**config.mk**
```make
export PLATFORM = sky130hd
export DESIGN_NAME = fbps_top
export DESIGN_NICKNAME = d
export VERILOG_FILES = /design/src/rtl/fbps_pkg.sv /design/src/rtl/fbps_ss_if.sv /design/src/rtl/fbps_softstart.sv /design/src/rtl/fbps_dt_timer.sv /design/src/rtl/fbps_top.sv
export VERILOG_INCLUDE_DIRS = /design/src /design/src/rtl
export SDC_FILE = /design/constraint.sdc
export NUM_CORES = 1
export LEC_CHECK = 0
export BUFFER_PORTS_ARGS = -buffer_cell sky130_fd_sc_hd__clkbuf_2
export CORE_ASPECT_RATIO = 0.5
export CORE_MARGIN = 1.5
export CORE_UTILIZATION = 50
export DETAILED_ROUTE_END_ITERATION = 10
export PLACE_DENSITY = 0.68
export SLEW_MARGIN = 10
export SYNTH_ARGS = -nofsm -noshare
export SYNTH_HDL_FRONTEND = slang
export SYNTH_SLANG_ARGS = --single-unit
```
**constraint.sdc**
```tcl
create_clock -name CORE_CLK -period 19.6 [get_ports CORE_CLK]
set_input_delay 3.92 -clock CORE_CLK [delete_from_list [all_inputs] [get_ports CORE_CLK]]
set_output_delay 3.92 -clock CORE_CLK [all_outputs]
set_load 0.005 [all_outputs]
```
**src/rtl/fbps_defs.svh**
```systemverilog
/*
  Constants of the full-bridge phase sequencer: timing, soft-start levels and widths.
  Assumes a 20 MHz core clock; included by bare name from the rtl folder.
*/
// What this block does
// - Drive the diagonal high_side_drive_a with low_side_drive_b, then all off, then high_side_drive_b with low_side_drive_a, then all off, and repeat.
// - Swap diagonals on every oscillator cycle so each phase output runs at half the oscillator rate.
// - Keep a fixed internal dead-time between phases that does not depend on frequency, even with zero lead dead-time.
// - Limit each phase's duty to the oscillator period minus the lead dead-time, over twice the period.
// - With the loop error input open, run at the maximum allowed duty.
// - End each pulse when the ramp rises above the lower of the soft-start level and the loop error level.
// - Hold soft-start at zero after power-up, ramp it once line, supply and reference are good, and let it steer duty only above an offset.
// - When soft-start is forced low the duty collapses to zero, and release starts a new soft-start ramp.
// - End the pulse at once when the current-sense trip input is high.
// - While the first diagonal carries power, assert rectifier_ctrl_a and deassert rectifier_ctrl_b.
// - While the second diagonal carries power, assert rectifier_ctrl_b and deassert rectifier_ctrl_a.
// - In the freewheel gap between power pulses assert both rectifier controls.
// - Drop the rectifier out of phase with the coming pulse ahead of it by the lead dead-time.
// - Lead and trail dead-times are set independently as setting resistance times 3 pF over 20k to 100k; only the lead one cuts duty.
`ifndef FBPS_DEFS_SVH
`define FBPS_DEFS_SVH

`define FBPS_CLK_PERIOD_NS  50
`define FBPS_INT_DT_NS      30
`define FBPS_INT_DT_CYC     (((`FBPS_INT_DT_NS + `FBPS_CLK_PERIOD_NS - 1) / `FBPS_CLK_PERIOD_NS) < 1 ? 1 : ((`FBPS_INT_DT_NS + `FBPS_CLK_PERIOD_NS - 1) / `FBPS_CLK_PERIOD_NS))
`define FBPS_DT_CAP_PF      3
`define FBPS_RD_MIN_KOHM    20
`define FBPS_RD_MAX_KOHM    100
`define FBPS_LVL_W          10
`define FBPS_SS_OFFSET      10'h0cd
`define FBPS_SS_MAX         10'h3ff
`define FBPS_SS_STEP_CYC    8'h10
`define FBPS_CNT_W          16
`define FBPS_SET_W          7

`endif

```
**src/rtl/fbps_pkg.sv**
```systemverilog
/*
  Types of the full-bridge phase sequencer.
  Assumes fbps_defs.svh sits beside it.
*/
`include "fbps_defs.svh"
package fbps_pkg;
  typedef logic [`FBPS_LVL_W-1:0] fbps_lvl_t;
  typedef logic [`FBPS_CNT_W-1:0] fbps_cnt_t;
  typedef enum logic {FBPS_DIAG_A, FBPS_DIAG_B} fbps_diag_e;
  typedef enum logic [1:0] {FBPS_HOLD, FBPS_GAP, FBPS_PULSE} fbps_state_e;
endpackage

```
**src/rtl/fbps_ss_if.sv**
```systemverilog
/*
  Soft-start carrier between the sequencer and its soft-start ramp.
  Assumes one core clock for both ends.
*/
`timescale 1ns/1ps
interface fbps_ss_if;
  logic              bias_ok;
  logic              force_low;
  fbps_pkg::fbps_lvl_t level;
  fbps_pkg::fbps_lvl_t eff;
  logic              released;
  modport ramp (input bias_ok, input force_low, output level, output eff, output released);
  modport seq  (output bias_ok, output force_low, input level, input eff, input released);
endinterface

```
**src/rtl/fbps_softstart.sv**
```systemverilog
/*
  Soft-start ramp: held at zero until bias is good, then rises one step per interval.
  Assumes inputs synchronous to the core clock.
*/
`timescale 1ns/1ps
`include "fbps_defs.svh"
module fbps_softstart (
  input wire logic clk,
  input wire logic rstn,
  fbps_ss_if.ramp  ss
);
  fbps_pkg::fbps_lvl_t level_r;
  logic [7:0]          step_r;
  logic                hold;

  assign hold = !ss.bias_ok || ss.force_low;

  // a forced-low pin discharges at once; release restarts from zero
  always_ff @(posedge clk) begin
    if (!rstn || hold) begin
      level_r <= '0;
      step_r  <= 8'h00;
    end else if (step_r == `FBPS_SS_STEP_CYC - 8'h01) begin
      step_r  <= 8'h00;
      if (level_r != `FBPS_SS_MAX)
        level_r <= level_r + 10'h001;
    end else begin
      step_r <= step_r + 8'h01;
    end
  end

  assign ss.level    = level_r;
  assign ss.released = !hold;
  // below the offset soft-start allows no duty at all
  assign ss.eff      = (level_r > `FBPS_SS_OFFSET) ? level_r - `FBPS_SS_OFFSET : '0;
endmodule

```
**src/rtl/fbps_dt_timer.sv**
```systemverilog
/*
  One-shot dead-time timer: loaded with a cycle count, pulses done when it runs out.
  Assumes load is a single-cycle pulse; a new load restarts it.
*/
`timescale 1ns/1ps
`include "fbps_defs.svh"
module fbps_dt_timer (
  input  wire logic                  clk,
  input  wire logic                  rstn,
  input  wire logic                  load,
  input  wire logic [`FBPS_CNT_W-1:0] cycles,
  input  wire logic                  cancel,
  output logic                       done
);
  logic [`FBPS_CNT_W-1:0] cnt_r;
  logic                   busy_r;

  always_ff @(posedge clk) begin
    if (!rstn || cancel) begin
      cnt_r  <= '0;
      busy_r <= 1'b0;
    end else if (load) begin
      cnt_r  <= cycles;
      busy_r <= 1'b1;
    end else if (busy_r) begin
      if (cnt_r <= 16'h0001)
        busy_r <= 1'b0;
      cnt_r <= cnt_r - 16'h0001;
    end
  end

  assign done = busy_r && (cnt_r <= 16'h0001) && !load;
endmodule

```
**src/rtl/fbps_top.sv**
```systemverilog
/*
  Full-bridge phase sequencer: alternates the two bridge diagonals on each oscillator
  tick, limits duty by the lead dead-time, gates pulses with soft-start, loop error and
  current trip, and sequences the two synchronous-rectifier controls.
  Assumes OSC_TICK is a one-cycle pulse per oscillator cycle, comparator levels are
  digital codes on the same scale, and all inputs are synchronous to CORE_CLK.
*/
`timescale 1ns/1ps
`include "fbps_defs.svh"
module fbps_top (
  input  wire logic                   CORE_CLK,
  input  wire logic                   RSTN,
  input  wire logic                   OSC_TICK,
  input  wire logic                   LINE_UNDERVOLTAGE_OK,
  input  wire logic                   VCC_OK,
  input  wire logic                   REF_OK,
  input  wire logic                   SS_FORCE_LOW,
  input  wire logic                   CS_TRIP,
  input  wire logic                   LOOP_ERR_OPEN,
  input  wire logic [`FBPS_LVL_W-1:0] RAMP_LEVEL,
  input  wire logic [`FBPS_LVL_W-1:0] LOOP_ERR_LEVEL,
  input  wire logic [`FBPS_SET_W-1:0] LEAD_DEADTIME_SETTING,
  input  wire logic [`FBPS_SET_W-1:0] TRAIL_DEADTIME_SETTING,
  output logic                        HIGH_SIDE_DRIVE_A,
  output logic                        HIGH_SIDE_DRIVE_B,
  output logic                        LOW_SIDE_DRIVE_A,
  output logic                        LOW_SIDE_DRIVE_B,
  output logic                        RECTIFIER_CTRL_A,
  output logic                        RECTIFIER_CTRL_B,
  output logic                        SS_ACTIVE
);

  // setting in kilohms to dead-time cycles: t = R * 3 pF, rounded up,
  // clamped to the usable resistor range and never under the internal dead-time
  function automatic fbps_pkg::fbps_cnt_t dt_cycles(input logic [`FBPS_SET_W-1:0] kohm);
    logic [`FBPS_SET_W-1:0] r;
    fbps_pkg::fbps_cnt_t    c;
    r = kohm;
    if (r < 7'(`FBPS_RD_MIN_KOHM))
      r = 7'(`FBPS_RD_MIN_KOHM);
    if (r > 7'(`FBPS_RD_MAX_KOHM))
      r = 7'(`FBPS_RD_MAX_KOHM);
    c = 16'((32'(r) * `FBPS_DT_CAP_PF + `FBPS_CLK_PERIOD_NS - 1) / `FBPS_CLK_PERIOD_NS);
    if (c < 16'(`FBPS_INT_DT_CYC))
      c = 16'(`FBPS_INT_DT_CYC);
    return c;
  endfunction

  function automatic fbps_pkg::fbps_lvl_t lower_of(input fbps_pkg::fbps_lvl_t a,
                                                   input fbps_pkg::fbps_lvl_t b);
    return (a < b) ? a : b;
  endfunction

  fbps_ss_if ss ();

  fbps_pkg::fbps_state_e state_r;
  fbps_pkg::fbps_diag_e  next_diag_r;
  fbps_pkg::fbps_diag_e  cur_diag_r;
  fbps_pkg::fbps_cnt_t   cyc_r;
  fbps_pkg::fbps_cnt_t   period_r;
  fbps_pkg::fbps_cnt_t   lead_cyc;
  fbps_pkg::fbps_cnt_t   trail_cyc;
  fbps_pkg::fbps_cnt_t   end_cnt;
  fbps_pkg::fbps_lvl_t   duty_limit;
  logic                  bias_ok;
  logic                  period_ok;
  logic                  at_lead;
  logic                  terminate;
  logic                  start_ok;
  logic                  pulse_end;
  logic                  lead_passed_r;
  logic                  trail_done;

  assign bias_ok      = LINE_UNDERVOLTAGE_OK && VCC_OK && REF_OK;
  assign ss.bias_ok   = bias_ok;
  assign ss.force_low = SS_FORCE_LOW;

  fbps_softstart u_softstart (
    .clk  (CORE_CLK),
    .rstn (RSTN),
    .ss   (ss.ramp)
  );

  assign lead_cyc  = dt_cycles(LEAD_DEADTIME_SETTING);
  assign trail_cyc = dt_cycles(TRAIL_DEADTIME_SETTING);

  // oscillator period measured in core cycles, refreshed at every tick
  always_ff @(posedge CORE_CLK) begin
    if (!RSTN) begin
      cyc_r    <= '0;
      period_r <= '0;
    end else if (OSC_TICK) begin
      cyc_r    <= '0;
      period_r <= cyc_r + 16'h0001;
    end else if (cyc_r != 16'hffff) begin
      cyc_r <= cyc_r + 16'h0001;
    end
  end

  // the pulse must be gone lead dead-time cycles before the next tick; this is the
  // only place the lead setting touches duty, the trail setting never does
  assign period_ok = period_r > lead_cyc + 16'h0001;
  assign end_cnt   = period_ok ? period_r - lead_cyc : '0;
  assign at_lead   = period_ok && (cyc_r + 16'h0001 == end_cnt);

  // open loop error input leaves only soft-start in charge, which gives full duty
  assign duty_limit = LOOP_ERR_OPEN ? ss.eff
                    : lower_of(ss.eff, LOOP_ERR_LEVEL);

  assign terminate = CS_TRIP
                  || (RAMP_LEVEL > duty_limit)
                  || (cyc_r + 16'h0001 >= end_cnt);

  assign start_ok = OSC_TICK && period_ok && ss.released
                 && (duty_limit != '0) && !CS_TRIP;

  assign pulse_end = (state_r == fbps_pkg::FBPS_PULSE) && terminate;

  // phase sequencing and bridge drivers
  always_ff @(posedge CORE_CLK) begin
    if (!RSTN || !bias_ok) begin
      state_r           <= fbps_pkg::FBPS_HOLD;
      next_diag_r       <= fbps_pkg::FBPS_DIAG_A;
      cur_diag_r        <= fbps_pkg::FBPS_DIAG_A;
      HIGH_SIDE_DRIVE_A <= 1'b0;
      HIGH_SIDE_DRIVE_B <= 1'b0;
      LOW_SIDE_DRIVE_A  <= 1'b0;
      LOW_SIDE_DRIVE_B  <= 1'b0;
    end else begin
      // the diagonal alternates on every tick, pulse or not
      if (OSC_TICK)
        next_diag_r <= (next_diag_r == fbps_pkg::FBPS_DIAG_A) ?
                       fbps_pkg::FBPS_DIAG_B : fbps_pkg::FBPS_DIAG_A;
      case (state_r)
        fbps_pkg::FBPS_HOLD: begin
          state_r <= fbps_pkg::FBPS_GAP;
        end
        fbps_pkg::FBPS_GAP: begin
          // the gap always spans at least the lead dead-time, so a tick start is safe
          if (start_ok) begin
            state_r    <= fbps_pkg::FBPS_PULSE;
            cur_diag_r <= next_diag_r;
            if (next_diag_r == fbps_pkg::FBPS_DIAG_A) begin
              HIGH_SIDE_DRIVE_A <= 1'b1;
              LOW_SIDE_DRIVE_B  <= 1'b1;
            end else begin
              HIGH_SIDE_DRIVE_B <= 1'b1;
              LOW_SIDE_DRIVE_A  <= 1'b1;
            end
          end
        end
        fbps_pkg::FBPS_PULSE: begin
          if (terminate || SS_FORCE_LOW) begin
            state_r           <= fbps_pkg::FBPS_GAP;
            HIGH_SIDE_DRIVE_A <= 1'b0;
            HIGH_SIDE_DRIVE_B <= 1'b0;
            LOW_SIDE_DRIVE_A  <= 1'b0;
            LOW_SIDE_DRIVE_B  <= 1'b0;
          end
        end
        default: begin
          state_r           <= fbps_pkg::FBPS_HOLD;
          HIGH_SIDE_DRIVE_A <= 1'b0;
          HIGH_SIDE_DRIVE_B <= 1'b0;
          LOW_SIDE_DRIVE_A  <= 1'b0;
          LOW_SIDE_DRIVE_B  <= 1'b0;
        end
      endcase
    end
  end

  // trail dead-time runs from the end of each pulse; a new tick cancels a stale count
  fbps_dt_timer u_trail (
    .clk    (CORE_CLK),
    .rstn   (RSTN),
    .load   (pulse_end || ((state_r == fbps_pkg::FBPS_PULSE) && SS_FORCE_LOW)),
    .cycles (trail_cyc),
    .cancel (OSC_TICK || !bias_ok),
    .done   (trail_done)
  );

  // once the lead point of a cycle passes, a late trail expiry must not turn the
  // out-of-phase rectifier back on ahead of the coming pulse
  always_ff @(posedge CORE_CLK) begin
    if (!RSTN || !bias_ok || OSC_TICK)
      lead_passed_r <= 1'b0;
    else if (at_lead)
      lead_passed_r <= 1'b1;
  end

  // rectifier controls; held low only while soft-start is held by low bias or a forced-low pin,
  // so they engage from the first tick after release, before any primary pulses
  always_ff @(posedge CORE_CLK) begin
    if (!RSTN || !bias_ok || !ss.released) begin
      RECTIFIER_CTRL_A <= 1'b0;
      RECTIFIER_CTRL_B <= 1'b0;
    end else if ((state_r == fbps_pkg::FBPS_GAP) && start_ok) begin
      if (next_diag_r == fbps_pkg::FBPS_DIAG_A) begin
        RECTIFIER_CTRL_A <= 1'b1;
        RECTIFIER_CTRL_B <= 1'b0;
      end else begin
        RECTIFIER_CTRL_A <= 1'b0;
        RECTIFIER_CTRL_B <= 1'b1;
      end
    end else if (at_lead) begin
      // drop the rectifier that opposes the diagonal due at the next tick; at full
      // duty this is the edge the pulse ends, so the in-phase one falls with it
      if (next_diag_r == fbps_pkg::FBPS_DIAG_A)
        RECTIFIER_CTRL_B <= 1'b0;
      else
        RECTIFIER_CTRL_A <= 1'b0;
    end else if (trail_done && !lead_passed_r && (state_r == fbps_pkg::FBPS_GAP)) begin
      RECTIFIER_CTRL_A <= 1'b1;
      RECTIFIER_CTRL_B <= 1'b1;
    end else if ((state_r == fbps_pkg::FBPS_GAP) && OSC_TICK
                 && !RECTIFIER_CTRL_A && !RECTIFIER_CTRL_B) begin
      // a skipped cycle that opens with both rectifiers off still freewheels through both
      RECTIFIER_CTRL_A <= 1'b1;
      RECTIFIER_CTRL_B <= 1'b1;
    end
  end

  always_ff @(posedge CORE_CLK) begin
    if (!RSTN)
      SS_ACTIVE <= 1'b0;
    else
      SS_ACTIVE <= ss.released && (ss.eff != '0);
  end

endmodule

```
==> flow_summary.yaml, run 1 <==
status:
  status: "completed"
die:
  start_util: 0.514
  row_count: 30
  die_area_um2: 14800
  io_pins: 50
  coreArea_um2: 13600
  die_h_um: 86.7
  die_x_um: 170
detailed_routing:
  wl_mm: 14.8
  drtIter0Drc: 263
  wl_per_cell_um: 13.3
  ant_nets: 0
  drc_errors: 0
  viasPerCell: 5.56
  vias: 6184
  dr.pass1.iters: 5
grt:
  grt_pass1_vias: 5829
  gr-usage-all-layers: 0.212
  grt-ovfl-total: 0
  grt_first_pass_wirelength_mm: 25.9
  grt_max_degree: 36
  antenna_found_initial: 0
final_layout:
  final_common_cell: "nor2_1"
  nFillCells: 1283
  antenna_cells: 0
  drive_gt1_frac: 0.124
  fin_area_um2: 7660
  final_cells: 1113
  layout_common_cells: "93 x nor2_1, 76 x dfxtp_1, 76 x ha_1"
  finalNetCount: 1038
  syn_to_final_growth_pct: 9.35
power_and_ir_drop:
  p_leak_nw: 3.55
  cellPowerDensity_nw_per_um2: 79.3
  ir_drop_mv: 0.0447
  total_power_mw: 0.607
setup_path:
  crit_fanout: 18
  crit_path_top_delay_cell: "xnor2_1"
  crit_required_ns: 19.87
  timing.rr.end: "u_trail.cnt_r[4]"
  cp-start-kind: "input pin"
  crit_path_end_kind: "register"
  slowest_delay_ns: 0.61
  cp.arrival_ns: 13.40
  worstSetupPathType: "in2reg"
  crit_buf_inv: 6
  reg2reg_slack_ns: 13.91
  crit-reg2reg-launch: "u_softstart.ss.level[0]"
  critical_path.top_delay_family: "compound AO/OA/AOI/OAI gates"
  r2r_cells: 25
yosys:
  ys_types: 91
  seq_area_frac_synth: 0.217
  ys_ff_latch: 76
  syn_inst: 888
  synth_ff_type: "dfxtp_1"
  avgSynthCellArea_um2: 7.88
  synth_nets: 1010
  synthesis.area_um2: 7000
  async_flop_share: 0
  ys_warn_count: 0
  synth-edff-count: 0
min_path:
  min_path_cells: 1
  holdCritPathClass: "reg2reg"
  min_to: "u_softstart.step_r[0]"
  min_from: "u_softstart.step_r[0]"
sta:
  setup_viol: 0
  whs_ns: 0.445
  worstMarginPinSlew_ns: 0.923
  fin_crit_sh: 0.670
  period_minus_slack_ns: 13.13
  relSlewSlack: 0.382
  finalSetupTns_ns: 0
  maxSlewViolCount: 0
  skew_ns: 0.00531
  rsz0062_at_grt: "false"
  hold_viol_final: 0
  max_freq_ghz: 0.0762
cts:
  cts.sinks: 76
  clk_pin_slew_worst_paths_ns: 0.06
  numCtsBuffers: 9
  post-cts-setup-buffers: 0
  postCtsHoldBufs: 0
  root_buffer: "clkbuf_16"
  cts_buffer_depth: 2
  ctsResizeCount: 0
  cts.htree.levels: 3
  clk_latency_ns: 0.34
  cts_tree: "built"
placement:
  gp_congestion: 0.890
  dp_hpwl_mm: 11.8
  post-place-cells: 1097
  place_area_um2: 7350
  portBuffers: 49
job:
  maxCapViolations: 0
## how the worst max path moves through the flow
stage / to / start / slack (ns) / cells after the start
3_3_place_gp: u_trail.cnt_r[4] / LEAD_DEADTIME_SETTING[3] / 6.45 / 48
3_5_place_dp: u_trail.cnt_r[4] / LEAD_DEADTIME_SETTING[3] / 6.14 / 48
4_1_cts: u_trail.cnt_r[4] / LEAD_DEADTIME_SETTING[3] / 6.48 / 48
6_report: u_trail.cnt_r[4] / LEAD_DEADTIME_SETTING[3] / 6.47 / 48
5_1_grt: u_trail.cnt_r[7] / LEAD_DEADTIME_SETTING[3] / 5.47 / 48
2_1_floorplan: u_trail.cnt_r[10] / LEAD_DEADTIME_SETTING[3] / 7.38 / 49
## power breakdown
group / leakage (nW) / switching [mW] / internal [mW] / total [mW]
Clock: 0.150 / 0.0621 / 0.106 / 0.168
Sequential: 0.615 / 0.00230 / 0.157 / 0.159
Combinational: 2.78 / 0.162 / 0.119 / 0.281
Total: 3.55 / 0.226 / 0.381 / 0.607
## synthesized netlist by cell type (5+ instances only)
master	n	area, um2
nor4_1	9	56.3
mux2i_1	14	140
xnor2_1	28	245
nor2b_1	12	75.1
or2_2	10	62.6
a31oi_1	12	75.1
nor2_1	93	349
inv_1	62	233
or3_1	7	43.8
xor2_1	40	350
nand3_1	29	145
nand2b_1	16	100
a211o_1	8	70.1
nand2_1	72	270
o31ai_1	7	52.6
ha_1	76	951
nand4_1	16	100
dfxtp_1	76	1520
nand3b_1	6	45.0
o21ai_0	26	130
o211a_1	14	140
nor3b_1	6	45.0
a21o_1	20	150
a21oi_1	58	290
nor3_1	21	105
and3_1	11	68.8
a211oi_1	5	37.5
clkbuf_1	27	101
o21a_1	7	52.6
o211ai_1	8	60.1
## layer usage
layer | GRT usage | part of all wire | vias up
li1 | - | - | 3231
met1 | 0.261 | 0.48 | 2845
met2 | 0.389 | 0.47 | 94
met3 | 0.0397 | 0.036 | 14
met4 | 0.0442 | 0.0081 | 0
met5 | 0 | 0 | -
## kinds of logic after synthesis
logic type / count (synthesis) / synth area share
multiplexers: 17 / 0.0248
AO/OA/AOI/OAI: 214 / 0.229
flip-flops: 76 / 0.217
AND/OR/NAND/NOR: 334 / 0.240
buffers and inverters: 97 / 0.0547
adder cells (fa/ha/maj): 82 / 0.149
XOR/XNOR: 68 / 0.0851
## cell type report
type / count / area [um2] / area share
clock inverters: 3 / 43.8 / 0.00572
repair buffers: 49 / 245 / 0.0320
well taps: 192 / 240 / 0.0314
multi-input cells: 715 / 5100 / 0.666
flip-flops and latches: 76 / 1520 / 0.199
clock buffers: 13 / 260 / 0.0340
inverters: 65 / 244 / 0.0319
## worst reg2reg max path: cells and delay by family (launching register included)
kind	cells	cell delay, ns
buffers and inverters	1	0.09
AOI/OAI and AO/OA	15	2.93
adders and majority gates	3	0.77
DFF	1	0.40
and+or+nand+nor	6	1.44
## metrics by stage
stage / utilization / setup WS, ns
global route: 0.562 / 5.47
floorplan: - / 7.38
CTS: 0.562 / 6.48
finish: 0.562 / 6.47
detailed placement: 0.539 / 6.14
global placement: 0.539 / 6.45
## flip-flops by register name (all words and copies together) (netlist names)
register	count
LOW_SIDE_DRIVE_B	1
u_softstart.ss.level	10
u_trail.busy_r	1
LOW_SIDE_DRIVE_A	1
next_diag_r	1
lead_passed_r	1
SS_ACTIVE	1
RECTIFIER_CTRL_B	1
cyc_r	16
RECTIFIER_CTRL_A	1
u_trail.cnt_r	16
state_r	2
u_softstart.step_r	8
period_r	16
Power figures use the tool's default switching activity.
==> run 2, diff against run 1 <==
==> constraint.sdc (replaced) <==
create_clock -name CORE_CLK -period 13 [get_ports CORE_CLK]
set_input_delay 2.6 -clock CORE_CLK [delete_from_list [all_inputs] [get_ports CORE_CLK]]
set_output_delay 2.6 -clock CORE_CLK [all_outputs]
set_load 0.005 [all_outputs]
==> run 2 against run 1 <==
Sequential share of layout area barely moved; clock skew grew 0.0012 ns; non-clock buffer count unchanged; via count grew 1.0%; critical path type unchanged.
==> flow_summary.yaml, run 2 (same netlist as run 1, synthesis figures left out) <==
cts:
  cts_tree: "built"
  cts_buffer_depth: 2
  root_buffer: "clkbuf_16"
  postCtsHoldBufs: 0
  cts.sinks: 76
  cts.htree.levels: 3
  clk_latency_ns: 0.34
  clk_pin_slew_worst_paths_ns: 0.06
  numCtsBuffers: 9
  ctsResizeCount: 0
  post-cts-setup-buffers: 0
placement:
  portBuffers: 49
  dp_hpwl_mm: 11.8
  place_area_um2: 7350
  gp_congestion: 0.890
  post-place-cells: 1097
die:
  io_pins: 50
  die_area_um2: 14800
  row_count: 30
  die_x_um: 170
  die_h_um: 86.7
  start_util: 0.514
  coreArea_um2: 13600
min_path:
  min_from: "u_softstart.step_r[0]"
  min_to: "u_softstart.step_r[0]"
  min_path_cells: 1
  holdCritPathClass: "reg2reg"
detailed_routing:
  wl_mm: 15.0
  dr.pass1.iters: 7
  drc_errors: 0
  vias: 6248
  ant_nets: 0
  drtIter0Drc: 275
  viasPerCell: 5.61
  wl_per_cell_um: 13.5
power_and_ir_drop:
  cellPowerDensity_nw_per_um2: 120
  p_leak_nw: 3.54
  ir_drop_mv: 0.0605
sta:
  max_freq_ghz: 0.0843
  rsz0062_at_grt: "false"
  period_minus_slack_ns: 11.86
  maxSlewViolCount: 0
  skew_ns: 0.00650
  whs_ns: 0.456
  finalSetupTns_ns: 0
  worstMarginPinSlew_ns: 0.952
  hold_viol_final: 0
  relSlewSlack: 0.363
  fin_crit_sh: 0.912
  setup_viol: 0
setup_path:
  slowest_delay_ns: 0.64
  crit_fanout: 18
  r2r_cells: 23
  cp.arrival_ns: 12.13
  crit-reg2reg-launch: "u_softstart.ss.level[0]"
  crit_required_ns: 13.27
  cp-start-kind: "input pin"
  worstSetupPathType: "in2reg"
  reg2reg_slack_ns: 7.27
  timing.rr.end: "u_trail.cnt_r[4]"
  crit_path_top_delay_cell: "xnor2_1"
  crit_path_end_kind: "register"
final_layout:
  finalNetCount: 1038
  syn_to_final_growth_pct: 9.33
  antenna_cells: 0
  fin_area_um2: 7650
  drive_gt1_frac: 0.126
  final_cells: 1113
  largestRegisters: "cyc_r: 16 flops, period_r: 16 flops, u_trail.cnt_r: 16 flops"
  layout_common_cells: "93 x nor2_1, 76 x dfxtp_1, 76 x ha_1"
  final_common_cell: "nor2_1"
grt:
  antenna_found_initial: 0
  grt_max_degree: 36
  grt-ovfl-total: 0
  grt_first_pass_wirelength_mm: 26.0
  gr-usage-all-layers: 0.213
  grt_pass1_vias: 5907
status:
  status: "completed"
job:
  maxCapViolations: 0
-- run 2: cell count changes in the layout (fill, tap and decap cells not counted) --
| cell | delta |
|---|---|
| clkinvlp_4 | +2 |
| clkbuf_8 | -1 |
| clkbuf_1 | -2 |
| inv_6 | -1 |
| clkinv_2 | +1 |
| clkinv_4 | +1 |
-- run 2: routing by layer --
| layer | track usage | share of wire | routed length (um) |
|---|---|---|---|
| met1 | 0.259 | 0.48 | 7150 |
| met2 | 0.394 | 0.48 | 7240 |
| met3 | 0.0329 | 0.031 | 463 |
| met4 | 0.0555 | 0.0098 | 147 |
| met5 | 0 | 0 | 0 |
-- run 2: worst max path at each step --
stage	end	slack (ns)	cells past startpoint	start
5_1_grt	u_trail.cnt_r[7]	0.22	48	LEAD_DEADTIME_SETTING[3]
3_3_place_gp	u_trail.cnt_r[4]	1.17	48	LEAD_DEADTIME_SETTING[3]
2_1_floorplan	u_trail.cnt_r[10]	2.10	49	LEAD_DEADTIME_SETTING[3]
3_5_place_dp	u_trail.cnt_r[4]	0.85	48	LEAD_DEADTIME_SETTING[3]
6_report	u_trail.cnt_r[4]	1.14	48	LEAD_DEADTIME_SETTING[3]
4_1_cts	u_trail.cnt_r[4]	1.14	48	LEAD_DEADTIME_SETTING[3]
-- run 2: layout make-up --
type | instances | area [um2]
timing repair buffer | 49 | 245
multi-input combinational | 715 | 5100
sequential | 76 | 1520
clock buffer | 10 | 239
fill | 1276 | 5970
tap | 192 | 240
clock inverter | 6 | 63.8
inverter | 65 | 244
-- run 2: metrics by stage --
step	setup WS (ns)	util	power (mW)
after floorplan	2.10	-	0.583
after global placement	1.17	0.539	0.655
after detailed placement	0.851	0.539	0.667
after CTS	1.14	0.562	0.923
after global routing	0.223	0.562	0.988
final	1.14	0.562	0.916
-- run 2: power by group --
| part | leakage, nW | switching [mW] | internal [mW] | total, mW |
|---|---|---|---|---|
| clock | 0.144 | 0.0966 | 0.153 | 0.250 |
| sequential | 0.615 | 0.00345 | 0.236 | 0.239 |
| combinational | 2.78 | 0.247 | 0.179 | 0.427 |
-- run 2: critical path, delay by kind of cell --
family	cells	cell delay, ns
buffers and inverters	6	0.48
adder cells (fa/ha/maj)	6	1.71
AO/OA/AOI/OAI	22	4.05
XOR/XNOR	1	0.64
AND/OR/NAND/NOR	13	2.65
